## src/design/pm1_pkg.sv

```systemverilog
package pm1_pkg;
   // register offsets inside the fixed block
   localparam logic [3:0] OFS_ENABLE_HIGH = 4'h3;
   localparam logic [3:0] OFS_CONTROL_LOW = 4'h4;
   localparam logic [3:0] OFS_CONTROL_HIGH = 4'h5;
   localparam logic [3:0] OFS_TIMER_BYTE0 = 4'h8;
   localparam logic [3:0] OFS_TIMER_BYTE1 = 4'h9;
   localparam logic [3:0] OFS_TIMER_BYTE2 = 4'hA;
   // field positions
   localparam int POWER_BUTTON_EVENT_ENABLE_BIT = 0;
   localparam int ALARM_EVENT_ENABLE_BIT = 2;
   localparam int EVENT_ROUTING_MASTER_ENABLE_BIT = 0;
   localparam int BUS_MASTER_WAKE_ENABLE_BIT = 1;
   localparam int GLOBAL_RELEASE_BIT = 2;
   localparam int BUTTON_OVERRIDE_ENABLE_BIT = 1;
   // writable bits, everything else reads zero
   localparam logic [7:0] ENABLE_HIGH_MASK = 8'h05;
   localparam logic [7:0] CONTROL_LOW_MASK = 8'h07;
   localparam logic [7:0] CONTROL_HIGH_MASK = 8'h02;
   localparam logic [7:0] REG_RESET = 8'h00;
   // status flag vector layout
   localparam int FLAG_COUNT = 5;
   localparam int FLAG_POWER_BUTTON = 0;
   localparam int FLAG_ALARM = 1;
   localparam int FLAG_OVERRIDE = 2;
   localparam int FLAG_TIMER = 3;
   localparam int FLAG_FIRMWARE = 4;
   // timer
   localparam int TIMER_WIDTH = 24;
   localparam int TIMER_MSB = 23;
   localparam logic [23:0] TIMER_RESET = 24'h000000;
   localparam logic [31:0] REF_CLK_HZ = 32'd100000000;
   localparam logic [31:0] TIMER_CLK_HZ = 32'd3579545;
   localparam int unsigned OVERRIDE_HOLD_S = 4;
   localparam int unsigned OVERRIDE_TICKS_DEFAULT = OVERRIDE_HOLD_S * 3579545;
   // pin input bundle positions for the synchroniser
   localparam int PIN_COUNT = 6;
   localparam int PIN_BUTTON = 0;
   localparam int PIN_ALARM = 1;
   localparam int PIN_BUS_MASTER = 2;
   localparam int PIN_SLEEP = 3;
   localparam int PIN_OSC_RUNNING = 4;
   localparam int PIN_BUS_RESET = 5;
   typedef enum logic {PWR_SOFT_OFF, PWR_ACTIVE} power_state_type;
endpackage

```

## src/design/pin_sync.sv

```systemverilog
`timescale 1ns/1ps
`default_nettype none
module pin_sync #(
   parameter int WIDTH = 1
) (
   input wire logic ref_clk,
   input wire logic arst_n,
   input wire logic [WIDTH-1:0] async_in,
   output logic [WIDTH-1:0] sync_out
);
   logic [WIDTH-1:0] meta_q;

   // first stage feeds only the second stage
   always_ff @(posedge ref_clk or negedge arst_n) begin
      if (!arst_n) begin
         meta_q <= '0;
         sync_out <= '0;
      end else begin
         meta_q <= async_in;
         sync_out <= meta_q;
      end
   end
endmodule
`default_nettype wire

```

## src/design/pm1_control_timer.sv

```systemverilog
// Behaviour
// button enable gates button flag to SCI/wake
// every button press sets button flag
// alarm enable gates alarm flag to SCI
// every alarm sets alarm flag
// reserved bits read back zero
// master enable gates all SCI sources
// bus master wake from soft off
// wake enable plus bus control raises SCI
// global release sets firmware flag, SMI
// write-one clears release, zero ignored
// four second hold forces soft off
// override clears button flag, sets override
// 24-bit timer counts at 3.579545 MHz working
// low byte read latches upper bytes
// timer zero on either reset
// timer holds while oscillator stopped
// timer msb change sets timer flag
// timer enable routes timer flag to SCI
// registers reset to zero
// flags write-one-clear, hardware set only
// sleeping button event gives wake-up
// SCI is gated OR of enabled flags
// hold counter uses timer clock, restarts
`timescale 1ns/1ps
`default_nettype none
module pm1_control_timer #(
   parameter int unsigned OVERRIDE_TICKS = pm1_pkg::OVERRIDE_TICKS_DEFAULT
) (
   input wire logic ref_clk,
   input wire logic arst_n,
   input wire logic [3:0] io_addr,
   input wire logic io_rd,
   input wire logic io_wr,
   input wire logic [7:0] io_wdata,
   output logic [7:0] io_rdata,
   input wire logic [4:0] flag_clear,
   input wire logic timer_event_enable,
   input wire logic firmware_event_enable,
   input wire logic bus_master_control_bit,
   input wire logic button_in,
   input wire logic alarm_in,
   input wire logic bus_master_request,
   input wire logic sleep_state,
   input wire logic osc_running,
   input wire logic bus_reset_drive,
   output logic [4:0] flags,
   output logic sci,
   output logic smi,
   output logic wake,
   output logic power_on_control_n_o,
   output logic power_on_control_n_oe
);
   logic [pm1_pkg::PIN_COUNT-1:0] pins_s;
   logic [7:0] enable_high_q;
   logic [7:0] control_low_q;
   logic [7:0] control_high_q;
   logic [pm1_pkg::FLAG_COUNT-1:0] flags_q;
   logic [pm1_pkg::FLAG_COUNT-1:0] flag_set;
   logic [pm1_pkg::FLAG_COUNT-1:0] flag_hw_clear;
   logic [23:0] timer_q;
   logic [23:0] timer_d;
   logic [15:0] timer_hold_q;
   logic [31:0] phase_q;
   logic [32:0] phase_sum;
   logic tick;
   logic [31:0] hold_cnt_q;
   logic override_fire;
   logic button_prev_q;
   logic alarm_prev_q;
   logic bm_prev_q;
   logic button_rise;
   logic alarm_rise;
   logic bm_rise;
   logic working;
   logic release_write;
   pm1_pkg::power_state_type state_q;
   pm1_pkg::power_state_type state_d;

   pin_sync #(
      .WIDTH(pm1_pkg::PIN_COUNT)
   ) u_pin_sync (
      .ref_clk(ref_clk),
      .arst_n(arst_n),
      .async_in({bus_reset_drive, osc_running, sleep_state, bus_master_request, alarm_in, button_in}),
      .sync_out(pins_s)
   );

   function automatic logic hit(input logic [3:0] addr, input logic [3:0] ofs);
      hit = (addr == ofs);
   endfunction

   assign button_rise = pins_s[pm1_pkg::PIN_BUTTON] && !button_prev_q;
   assign alarm_rise = pins_s[pm1_pkg::PIN_ALARM] && !alarm_prev_q;
   assign bm_rise = pins_s[pm1_pkg::PIN_BUS_MASTER] && !bm_prev_q;
   assign working = (state_q == pm1_pkg::PWR_ACTIVE) && !pins_s[pm1_pkg::PIN_SLEEP];
   assign release_write = io_wr && hit(io_addr, pm1_pkg::OFS_CONTROL_LOW)
                          && io_wdata[pm1_pkg::GLOBAL_RELEASE_BIT];

   always_ff @(posedge ref_clk or negedge arst_n) begin
      if (!arst_n) begin
         button_prev_q <= 1'b0;
         alarm_prev_q <= 1'b0;
         bm_prev_q <= 1'b0;
      end else begin
         button_prev_q <= pins_s[pm1_pkg::PIN_BUTTON];
         alarm_prev_q <= pins_s[pm1_pkg::PIN_ALARM];
         bm_prev_q <= pins_s[pm1_pkg::PIN_BUS_MASTER];
      end
   end

   // writable registers, reserved bits never stored
   always_ff @(posedge ref_clk or negedge arst_n) begin
      if (!arst_n) begin
         enable_high_q <= pm1_pkg::REG_RESET;
         control_low_q <= pm1_pkg::REG_RESET;
         control_high_q <= pm1_pkg::REG_RESET;
      end else begin
         if (io_wr && hit(io_addr, pm1_pkg::OFS_ENABLE_HIGH)) begin
            enable_high_q <= io_wdata & pm1_pkg::ENABLE_HIGH_MASK;
         end
         if (io_wr && hit(io_addr, pm1_pkg::OFS_CONTROL_HIGH)) begin
            control_high_q <= io_wdata & pm1_pkg::CONTROL_HIGH_MASK;
         end
         if (io_wr && hit(io_addr, pm1_pkg::OFS_CONTROL_LOW)) begin
            control_low_q <= io_wdata & pm1_pkg::CONTROL_LOW_MASK;
         end else if (flag_clear[pm1_pkg::FLAG_FIRMWARE]) begin
            control_low_q[pm1_pkg::GLOBAL_RELEASE_BIT] <= 1'b0;
         end
      end
   end

   // fractional divider: 3.579545 MHz tick from the 100 MHz clock
   assign phase_sum = {1'b0, phase_q} + {1'b0, pm1_pkg::TIMER_CLK_HZ};
   assign tick = (phase_sum >= {1'b0, pm1_pkg::REF_CLK_HZ});

   always_ff @(posedge ref_clk or negedge arst_n) begin
      if (!arst_n) begin
         phase_q <= 32'h00000000;
      end else if (tick) begin
         phase_q <= phase_sum[31:0] - pm1_pkg::REF_CLK_HZ;
      end else begin
         phase_q <= phase_sum[31:0];
      end
   end

   // counts only while working and the reference oscillator runs
   always_comb begin
      timer_d = timer_q;
      if (pins_s[pm1_pkg::PIN_BUS_RESET]) begin
         timer_d = pm1_pkg::TIMER_RESET;
      end else if (tick && working && pins_s[pm1_pkg::PIN_OSC_RUNNING]) begin
         timer_d = timer_q + 24'h000001;
      end
   end

   always_ff @(posedge ref_clk or negedge arst_n) begin
      if (!arst_n) begin
         timer_q <= pm1_pkg::TIMER_RESET;
      end else begin
         timer_q <= timer_d;
      end
   end

   always_ff @(posedge ref_clk or negedge arst_n) begin
      if (!arst_n) begin
         timer_hold_q <= 16'h0000;
      end else if (pins_s[pm1_pkg::PIN_BUS_RESET]) begin
         timer_hold_q <= 16'h0000;
      end else if (io_rd && hit(io_addr, pm1_pkg::OFS_TIMER_BYTE0)) begin
         timer_hold_q <= timer_q[23:8];
      end
   end

   // hold counter restarts on release; fires once per press
   always_ff @(posedge ref_clk or negedge arst_n) begin
      if (!arst_n) begin
         hold_cnt_q <= 32'h00000000;
      end else if (!pins_s[pm1_pkg::PIN_BUTTON]) begin
         hold_cnt_q <= 32'h00000000;
      end else if (tick && hold_cnt_q <= OVERRIDE_TICKS) begin
         hold_cnt_q <= hold_cnt_q + 32'h00000001;
      end
   end

   assign override_fire = tick && pins_s[pm1_pkg::PIN_BUTTON] && (hold_cnt_q == OVERRIDE_TICKS)
                          && control_high_q[pm1_pkg::BUTTON_OVERRIDE_ENABLE_BIT];

   always_comb begin
      flag_set = '0;
      flag_hw_clear = '0;
      flag_set[pm1_pkg::FLAG_POWER_BUTTON] = button_rise;
      flag_set[pm1_pkg::FLAG_ALARM] = alarm_rise;
      flag_set[pm1_pkg::FLAG_OVERRIDE] = override_fire;
      flag_set[pm1_pkg::FLAG_TIMER] = timer_d[pm1_pkg::TIMER_MSB] != timer_q[pm1_pkg::TIMER_MSB];
      flag_set[pm1_pkg::FLAG_FIRMWARE] = release_write;
      flag_hw_clear[pm1_pkg::FLAG_POWER_BUTTON] = override_fire;
   end

   // set wins over any clear in the same cycle; zero bits of a clear do nothing
   always_ff @(posedge ref_clk or negedge arst_n) begin
      if (!arst_n) begin
         flags_q <= '0;
      end else begin
         flags_q <= (flags_q & ~(flag_clear | flag_hw_clear)) | flag_set;
      end
   end

   // power-on state: button always wakes, bus master only when allowed
   always_comb begin
      state_d = state_q;
      if (override_fire) begin
         state_d = pm1_pkg::PWR_SOFT_OFF;
      end else if (state_q == pm1_pkg::PWR_SOFT_OFF) begin
         if (button_rise || (bm_rise && control_low_q[pm1_pkg::BUS_MASTER_WAKE_ENABLE_BIT])) begin
            state_d = pm1_pkg::PWR_ACTIVE;
         end
      end
   end

   always_ff @(posedge ref_clk or negedge arst_n) begin
      if (!arst_n) begin
         state_q <= pm1_pkg::PWR_ACTIVE;
         power_on_control_n_oe <= 1'b1;
         power_on_control_n_o <= 1'b0;
      end else begin
         state_q <= state_d;
         power_on_control_n_oe <= (state_d == pm1_pkg::PWR_ACTIVE);
         power_on_control_n_o <= 1'b0;
      end
   end

   // event outputs, registered so they stand until the flags go
   always_ff @(posedge ref_clk or negedge arst_n) begin
      if (!arst_n) begin
         sci <= 1'b0;
         smi <= 1'b0;
         wake <= 1'b0;
      end else begin
         sci <= control_low_q[pm1_pkg::EVENT_ROUTING_MASTER_ENABLE_BIT] && (
                   (flags_q[pm1_pkg::FLAG_POWER_BUTTON] && working
                    && enable_high_q[pm1_pkg::POWER_BUTTON_EVENT_ENABLE_BIT])
                || (flags_q[pm1_pkg::FLAG_ALARM] && enable_high_q[pm1_pkg::ALARM_EVENT_ENABLE_BIT])
                || (flags_q[pm1_pkg::FLAG_TIMER] && timer_event_enable)
                || (control_low_q[pm1_pkg::BUS_MASTER_WAKE_ENABLE_BIT] && bus_master_control_bit));
         smi <= flags_q[pm1_pkg::FLAG_FIRMWARE] && firmware_event_enable;
         wake <= !working && flags_q[pm1_pkg::FLAG_POWER_BUTTON]
                 && enable_high_q[pm1_pkg::POWER_BUTTON_EVENT_ENABLE_BIT];
      end
   end

   always_ff @(posedge ref_clk or negedge arst_n) begin
      if (!arst_n) begin
         flags <= '0;
      end else begin
         flags <= (flags_q & ~(flag_clear | flag_hw_clear)) | flag_set;
      end
   end

   // read data registered; unmapped and reserved read as zero
   always_ff @(posedge ref_clk or negedge arst_n) begin
      if (!arst_n) begin
         io_rdata <= 8'h00;
      end else if (io_rd) begin
         unique case (io_addr)
            pm1_pkg::OFS_ENABLE_HIGH: io_rdata <= enable_high_q;
            pm1_pkg::OFS_CONTROL_LOW: io_rdata <= control_low_q;
            pm1_pkg::OFS_CONTROL_HIGH: io_rdata <= control_high_q;
            pm1_pkg::OFS_TIMER_BYTE0: io_rdata <= timer_q[7:0];
            pm1_pkg::OFS_TIMER_BYTE1: io_rdata <= timer_hold_q[7:0];
            pm1_pkg::OFS_TIMER_BYTE2: io_rdata <= timer_hold_q[15:8];
            default: io_rdata <= 8'h00;
         endcase
      end
   end

   a_sci_master_gate: assert property (@(posedge ref_clk) disable iff (!arst_n)
      !control_low_q[pm1_pkg::EVENT_ROUTING_MASTER_ENABLE_BIT] |=> !sci)
      else $error("sci raised with master enable clear");

   a_button_flag_set: assert property (@(posedge ref_clk) disable iff (!arst_n)
      button_rise |=> flags_q[pm1_pkg::FLAG_POWER_BUTTON])
      else $error("button press did not set its flag");

   a_alarm_flag_sci: assert property (@(posedge ref_clk) disable iff (!arst_n)
      (alarm_rise && enable_high_q[pm1_pkg::ALARM_EVENT_ENABLE_BIT]
       && control_low_q[pm1_pkg::EVENT_ROUTING_MASTER_ENABLE_BIT]) |=> ##1 sci)
      else $error("enabled alarm did not raise sci");

   a_release_sets_fw: assert property (@(posedge ref_clk) disable iff (!arst_n)
      release_write |=> flags_q[pm1_pkg::FLAG_FIRMWARE] ##1 (smi == firmware_event_enable))
      else $error("global release did not reach firmware flag or smi");

   a_fw_flag_sticky: assert property (@(posedge ref_clk) disable iff (!arst_n)
      (flags_q[pm1_pkg::FLAG_FIRMWARE] && !flag_clear[pm1_pkg::FLAG_FIRMWARE])
      |=> flags_q[pm1_pkg::FLAG_FIRMWARE])
      else $error("firmware flag lost without a write of one");

   a_override_off: assert property (@(posedge ref_clk) disable iff (!arst_n)
      override_fire |=> (!power_on_control_n_oe && flags_q[pm1_pkg::FLAG_OVERRIDE]
                         && !flags_q[pm1_pkg::FLAG_POWER_BUTTON]))
      else $error("override did not float power-on or swap flags");

   a_timer_latch: assert property (@(posedge ref_clk) disable iff (!arst_n)
      (io_rd && hit(io_addr, pm1_pkg::OFS_TIMER_BYTE0) && !pins_s[pm1_pkg::PIN_BUS_RESET])
      |=> timer_hold_q == $past(timer_q[23:8]))
      else $error("low byte read did not latch upper bytes");

   a_timer_msb_flag: assert property (@(posedge ref_clk) disable iff (!arst_n)
      $changed(timer_q[pm1_pkg::TIMER_MSB]) |-> flags_q[pm1_pkg::FLAG_TIMER])
      else $error("timer msb change missed");

   a_timer_stall: assert property (@(posedge ref_clk) disable iff (!arst_n)
      (!pins_s[pm1_pkg::PIN_OSC_RUNNING] && !pins_s[pm1_pkg::PIN_BUS_RESET]) |=> $stable(timer_q))
      else $error("timer moved with oscillator stopped");

   a_bm_wake: assert property (@(posedge ref_clk) disable iff (!arst_n)
      (state_q == pm1_pkg::PWR_SOFT_OFF && bm_rise && !override_fire
       && !control_low_q[pm1_pkg::BUS_MASTER_WAKE_ENABLE_BIT] && !button_rise)
      |=> !power_on_control_n_oe)
      else $error("bus master woke system while disallowed");

   a_alarm_flag_set: assert property (@(posedge ref_clk) disable iff (!arst_n)
      alarm_rise |=> flags_q[pm1_pkg::FLAG_ALARM])
      else $error("alarm did not set its flag");

   a_wake_gate: assert property (@(posedge ref_clk) disable iff (!arst_n)
      (!working && flags_q[pm1_pkg::FLAG_POWER_BUTTON] && enable_high_q[pm1_pkg::POWER_BUTTON_EVENT_ENABLE_BIT]) |=> wake)
      else $error("sleeping button event gave no wake");

   a_wake_needs_enable: assert property (@(posedge ref_clk) disable iff (!arst_n)
      !enable_high_q[pm1_pkg::POWER_BUTTON_EVENT_ENABLE_BIT] |=> !wake)
      else $error("wake raised with button enable clear");

   a_bus_master_sci: assert property (@(posedge ref_clk) disable iff (!arst_n)
      (control_low_q[pm1_pkg::EVENT_ROUTING_MASTER_ENABLE_BIT] && bus_master_control_bit
       && control_low_q[pm1_pkg::BUS_MASTER_WAKE_ENABLE_BIT]) |=> sci)
      else $error("bus master control did not raise sci");

   a_timer_bus_reset: assert property (@(posedge ref_clk) disable iff (!arst_n)
      pins_s[pm1_pkg::PIN_BUS_RESET] |=> (timer_q == pm1_pkg::TIMER_RESET && timer_hold_q == 16'h0000))
      else $error("bus reset did not zero timer and latch");

   a_smi_gate: assert property (@(posedge ref_clk) disable iff (!arst_n)
      !firmware_event_enable |=> !smi)
      else $error("smi raised with firmware enable clear");
endmodule
`default_nettype wire

```

## config.mk

```make
export PLATFORM = sky130hd
export DESIGN_NAME = pm1_control_timer
export DESIGN_NICKNAME = d
export VERILOG_FILES = /design/src/design/pm1_pkg.sv /design/src/design/pin_sync.sv /design/src/design/pm1_control_timer.sv
export SDC_FILE = /design/constraint.sdc
export NUM_CORES = 1
export LEC_CHECK = 0
export BUFFER_PORTS_ARGS = -buffer_cell sky130_fd_sc_hd__buf_2
export CAP_MARGIN = 10
export CORE_MARGIN = 2
export CORE_UTILIZATION = 40
export DETAILED_ROUTE_END_ITERATION = 16
export GPL_ROUTABILITY_DRIVEN = 0
export GPL_TIMING_DRIVEN = 0
export SKIP_CTS_REPAIR_TIMING = 1
export SYNTH_ARGS = -nofsm -noshare
export SYNTH_HDL_FRONTEND = slang
export SYNTH_HIERARCHICAL = 1
export SYNTH_SLANG_ARGS = --single-unit
export TNS_END_PERCENT = 1
```

## constraint.sdc

```tcl
create_clock -name ref_clk -period 6.5 [get_ports ref_clk]
set_clock_uncertainty 0.1 [all_clocks]
set_input_delay 0.65 -clock ref_clk [delete_from_list [all_inputs] [get_ports ref_clk]]
set_output_delay 0.65 -clock ref_clk [all_outputs]
set_load 0.01 [all_outputs]
```

==> results.toml, run 1 <==
[synth]
synth_fp_nets = 862
yosysTopAreaCell = "dfrtp_1"
ys.flop_type = "dfrtp_1"
ys_top_cells_by_area = "dfrtp_1, xnor2_1, nand2_1"
ys_ff_latch = 142
synth.distinct_cells = 78
synth_edf_count = 0
syn-cell-area_sq_um = 7710
synth.top_cell.area_share = 0.458
syn-instance-count = 825
synth_warnings = 6
yosysSeqAreaShare = 0.461
avgSynthCellArea_sq_um = 9.34
synthArstFlopShare = 1.00

[pwr]
powerDensity_nw_per_um2 = 222
pwr-share-seq = 0.461
power_frac_comb = 0.037
power_frac_clock = 0.501
cell_internal_pwr_mw = 1.45
switching_share = 0.266
vdd_ir_drop_max_mv = 0.205
power.leakage_nw = 3.48
switchingPower_uw = 526

[final_layout]
design_area_sq_um = 8880
syn2layout_area_growth_pct = 15.2
num-nets-final = 921
drive_above_1_share = 0.122
diodes = 0

[floorplanning]
dieArea_sq_um = 20400
io_pins = 48
core_sq_um = 18800
die_x_um = 143
initial_core_util = 0.409
die_h_um = 143
rows = 50

[status]
status = "completed"

[timing]
layout_setup_ws_ps = 1750
holdWs_ps = 142
fmax_mhz = 210
finalSetupTns_ps = 0
tightest_slew_ps = 822
rsz0062_at_grt = "false"
slew_headroom = 0.438
hold_violations = 0
fin_crit_sh = 0.731
finalSetupViolations = 0
min_period_ps = 4750
slew_violations = 0

[critical_path]
setup.worst_path.class = "flop to flop"
worstPathMaxFanout = 10
cp.required_ps = 6750
worstPathArrival_ps = 5000
startpoint_type = "flop"
worstSetupEndpointType = "flop"

[clock_network]
clock_latency_ps = 430
cts_buffer_depth = 2
clock_sinks = 142
root_buffer = "clkbuf_16"
cts_max_level = 4
cts_buffers = 17
clk_pin_slew_ps = 70
cts_tree = "built"

[grt]
grt_first_pass_wirelength_um = 30300
antenna_found_initial = 0
grt_max_degree = 75
grtUsageTotal = 0.186
grt_pass1_vias = 5961
grt-ovfl-total = 0

[detailed_routing]
drtIter0Drc = 421
vias = 6252
drtPass1Iterations = 5
via_per_inst = 5.40
wl_um = 17900
routedWlPerCell_um = 15.5
drc = 0
final_antenna_net_count = 0

[min_path]
hold_path_class = "input pin to async pin"

[placed_design]
io_buffers = 39
dpl-instance-area_sq_um = 8260
dp_slack_ps = 1760
hpwl_um = 12600

[run]
cap_viol_max_count = 0
-- cells in the final DEF (no fill, tap or decap), types with 15 or more instances in the layout --
cell and instances:
or3_1 18, nand2_1 87, and2_1 15, xor2_1 19, buf_2 47, nor2_1 69
inv_1 34, xnor2_1 52, clkbuf_1 27, nand3_1 24, a21oi_1 62, clkbuf_16 17
nor3_1 16, dfrtp_1 141, o21ai_0 33
-- sequential cells by signal (all words and copies together), names as in the netlist, 5 cells and up --
| signal | flops |
|---|---|
| flags_q | 5 |
| hold_cnt_q | 32 |
| io_rdata | 8 |
| phase_q | 32 |
| timer_hold_q | 16 |
| timer_q | 24 |
| u_pin_sync/meta_q | 6 |
| u_pin_sync/sync_out | 6 |
-- kinds of logic (layout without fill, tap and decap cells) --
logic type	Yosys count	in the layout	synth area share
AOI/OAI and AO/OA	198	198	0.173
buffers and inverters	74	146	0.0395
xor gates and xnor gates	71	71	0.0807
muxes	18	18	0.0245
adders and majority gates	7	7	0.0114
and+or+nand+nor	314	314	0.209
other	1	1	0.000487
DFF	142	142	0.461
-- layout make-up --
| type | instances | area [sq um] |
|---|---|---|
| plain buffers | 40 | 176 |
| clock buffers | 17 | 425 |
| clock inverters | 15 | 190 |
| fillers | 1781 | 9950 |
| inverters | 34 | 128 |
| multi-input cells | 609 | 3850 |
| flip-flops and latches | 142 | 3550 |
| well taps | 260 | 325 |
| repair buffers | 40 | 229 |
-- path summary, 6_finish.rpt --
path | cells after the start | slack, ps | start | end
worst max-delay path | 13 | 1750 | phase_q[0]$_DFF_PN0_ | phase_q[16]$_DFF_PN0_
worst min-delay path | 1 | 140 | arst_n | hold_cnt_q[10]$_DFFE_PN0P_
worst max register to register | 13 | 1750 | phase_q[0]$_DFF_PN0_ | phase_q[16]$_DFF_PN0_
worst min register to register | 0 | 250 | u_pin_sync/meta_q[3]$_DFF_PN0_ | u_pin_sync/sync_out[3]$_DFF_PN0_
max in group asynchronous | 2 | 5350 | arst_n | state_q$_DFF_PN1_
min in group ref_clk | 1 | 220 | bus_master_request | u_pin_sync/meta_q[2]$_DFF_PN0_
-- power by group through the flow --
stage | combinational (mW) | clock, mW | sequential, mW
finish | 0.0736 | 0.990 | 0.911
global route | 0.0852 | 1.05 | 0.913
CTS | 0.0760 | 1.01 | 0.911
detailed placement | 0.0757 | 0 | 0.928
global placement | 0.0730 | 0 | 0.928
floorplan | 0.0332 | 0 | 0.925
-- worst max-delay path, stage by stage, from the launching register on --
cell      delay, ps
dfrtp_1         440
ha_1            210
buf_2           170
a211oi_4        420
o21ai_2         220
a311o_1         480
and2_1          230
xnor2_1         450
nor4b_2         150
o21ai_2         300
clkbuf_1        470
nand2_1         380
a311oi_1        480
xnor2_1         160
-- layer usage --
metal  up-vias  global-route usage  part of all wire
met4         0              0.0490            0.0079
met5         -                   0                 0
met3        11              0.0396             0.038
li1       3085                   -                 -
met2       120               0.272              0.44
met1      3036               0.280              0.51
-- cells in the mapped netlist, types with 4 or more instances --
cell	instances
dfrtp_1	141
nand2_1	87
nor2_1	69
a21oi_1	62
xnor2_1	52
inv_1	34
o21ai_0	33
clkbuf_1	27
nand3_1	24
xor2_1	19
or3_1	18
nor3_1	16
and2_1	15
nor4_1	14
a211oi_1	11
mux2i_1	11
nor2b_1	11
o22ai_1	11
a2111oi_0	10
nand2b_1	10
nand4_1	10
a31oi_1	9
buf_2	9
and3_1	8
ha_1	7
mux2_2	7
o211ai_1	7
or4_1	7
nor3b_1	6
o31ai_1	6
and4_1	5
a211o_1	4
a21o_1	4
-- stage by stage --
| stage | std cells | power (mW) | util |
|---|---|---|---|
| global placement | 1124 | 1.00 | 0.437 |
| global route | 1157 | 2.05 | 0.471 |
| floorplan | 825 | 0.958 | - |
| detailed placement | 1125 | 1.00 | 0.439 |
| finish | 1157 | 1.97 | 0.471 |
| CTS | 1157 | 2.00 | 0.471 |
(Power assumes the default switching activity.)
==> inputs of run 2 (changes only) <==
clock period = 3.85 ns   (was 6.5 ns; I/O delays follow)
==> run 2 against run 1 <==
  * The flow now finishes with violations (negative setup slack)
  * Largest cell class unchanged
  * Critical path depth increased by 4
  * Die area stayed put
  * Count of clock-buffer cells in the layout unchanged
  * Global-route usage grew 0.36 points
  * Sequential power increased by 69%
  * Via count is 2.8% higher
  * Critical endpoint is now hold_cnt_q[13]$_DFFE_PN0P_
  * Worst hold slack got worse by 120 ps
  * Fmax rose by 7.1%
  * Sequential cell count unchanged
  * Worst setup slack got worse by 2300 ps
  * Register-to-register slack got worse by 2300 ps
  * Final cell count rose by 1.4%
==> results.toml, run 2 (synthesis results as in run 1) <==
[timing]
finalSetupTns_ps = -22970
fmax_mhz = 225
layout_setup_ws_ps = -586
slew_headroom = 0.488
rsz0062_at_grt = "true"
tightest_slew_ps = 767
slew_violations = 0
holdWs_ps = 21.0
hold_violations = 0
min_period_ps = 4440
fin_crit_sh = 1.15
finalSetupViolations = 73

[placed_design]
io_buffers = 39
hpwl_um = 12500

[grt]
grt_max_degree = 78
antenna_found_initial = 0
grt_first_pass_wirelength_um = 30900
grt_pass1_vias = 6013
grt-ovfl-total = 0
grtUsageTotal = 0.190

[detailed_routing]
final_antenna_net_count = 0
drtPass1Iterations = 5
routedWlPerCell_um = 15.9
drc = 0
vias = 6428
wl_um = 18600
drtIter0Drc = 392
via_per_inst = 5.48

[min_path]
hold_path_class = "input pin to flop"

[critical_path]
worstPathArrival_ps = 4690
max_stage_delay_ps = 560
worstSetupEndpointType = "flop"
cp.required_ps = 4110
crit_family = "simple AND/OR/NAND/NOR gates"
worstPathMaxFanout = 6
crit_buf_inv = 3
path_cells = "buf_6, a311oi_2, buf_4, nor2_4, o21ai_2, xnor2_2, ha_2, nand2_2, nor4_2, o21ai_1, or4b_4, nor4_4, o21ai_2, a2111o_1, buf_6, or3_1, a21oi_2"
setup.worst_path.class = "flop to flop"
startpoint_type = "flop"
crit_path_top_delay_cell = "a2111o_1"

[floorplanning]
initial_core_util = 0.409
die_h_um = 143
rows = 50
dieArea_sq_um = 20400
io_pins = 48
core_sq_um = 18800
die_x_um = 143

[clock_network]
root_buffer = "clkbuf_16"
cts_buffers = 17
clk_pin_slew_ps = 70
cts_max_level = 4
clock_sinks = 142
cts_tree = "built"
cts_buffer_depth = 2
clock_latency_ps = 440

[final_layout]
final_cell_mix = "dfrtp_1, nand2_1, nor2_1, a21oi_1, xnor2_1"
syn2layout_area_growth_pct = 20.4
drive_above_1_share = 0.177
nFillCells = 1790
final_common_cell = "dfrtp_1"
num-nets-final = 937
multi_input_area_sq_um = 4090
top_regs = "hold_cnt_q: 32 flops, phase_q: 32 flops, timer_q: 24 flops"
final_util = 0.493
register_area_sq_um = 3560
diodes = 0

[pwr]
vdd_ir_drop_max_mv = 0.282
powerDensity_nw_per_um2 = 361
power.leakage_nw = 3.60
power_mw = 3.35

[run]
cap_viol_max_count = 0

[status]
status = "complete, but fails checks"
violations = "negative setup slack"
[run 2: changes by cell type in the layout (fill, tap and decap cells not counted), moves of 4 or more]
cell / change
a2111oi_0: -10
a2111oi_2: +8
a21oi_1: -6
a21oi_2: +6
buf_4: +10
clkbuf_1: -5
dlygate4sd3_1: +7
o21ai_0: -4
[run 2: final cells by class]
| type | count | area share |
|---|---|---|
| Buffer | 39 | 0.0204 |
| Sequential cell | 142 | 0.383 |
| Tap cell | 260 | 0.0351 |
| Clock inverter | 15 | 0.0200 |
| Timing Repair Buffer | 57 | 0.0407 |
| Inverter | 34 | 0.0138 |
| Multi-Input combinational cell | 609 | 0.441 |
| Clock buffer | 17 | 0.0458 |
[run 2: worst paths after layout]
check / endpoint / startpoint / cells past startpoint / slack, ps
worst max-delay path: hold_cnt_q[13]$_DFFE_PN0P_ / phase_q[2]$_DFF_PN0_ / 17 / -590
worst min register to register: u_pin_sync/sync_out[4]$_DFF_PN0_ / u_pin_sync/meta_q[4]$_DFF_PN0_ / 0 / 250
min in group asynchronous: hold_cnt_q[10]$_DFFE_PN0P_ / arst_n / 2 / 450
worst min-delay path: flags_q[1]$_DFF_PN0_ / flag_clear[1] / 2 / 20
worst max register to register: hold_cnt_q[13]$_DFFE_PN0P_ / phase_q[2]$_DFF_PN0_ / 17 / -590
max in group asynchronous: state_q$_DFF_PN1_ / arst_n / 3 / 2380
[run 2: where the power goes]
part,total [mW],internal [mW],switching [mW]
logic,0.132,0.0483,0.0833
clock network,1.68,0.883,0.798
registers,1.54,1.52,0.0210
[run 2: through the flow]
step                      setup WS, ps  instance area [sq um]  std cells
after global routing              -762                   9280       1173
final                             -586                   9280       1173
after detailed placement          -969                   8260       1125
after floorplan                   -142                   7710        825
after CTS                         -995                   8870       1157
after global placement            -968                   8230       1124
[run 2: per-layer routing]
| layer | track usage | wire, um | vias up | share of wire |
|---|---|---|---|---|
| met3 | 0.0345 | 561 | 16 | 0.030 |
| met2 | 0.277 | 8460 | 119 | 0.45 |
| met4 | 0.0573 | 218 | 0 | 0.012 |
| li1 | - | - | 3106 | - |
| met5 | 0 | 0 | - | 0 |
| met1 | 0.286 | 9360 | 3187 | 0.50 |
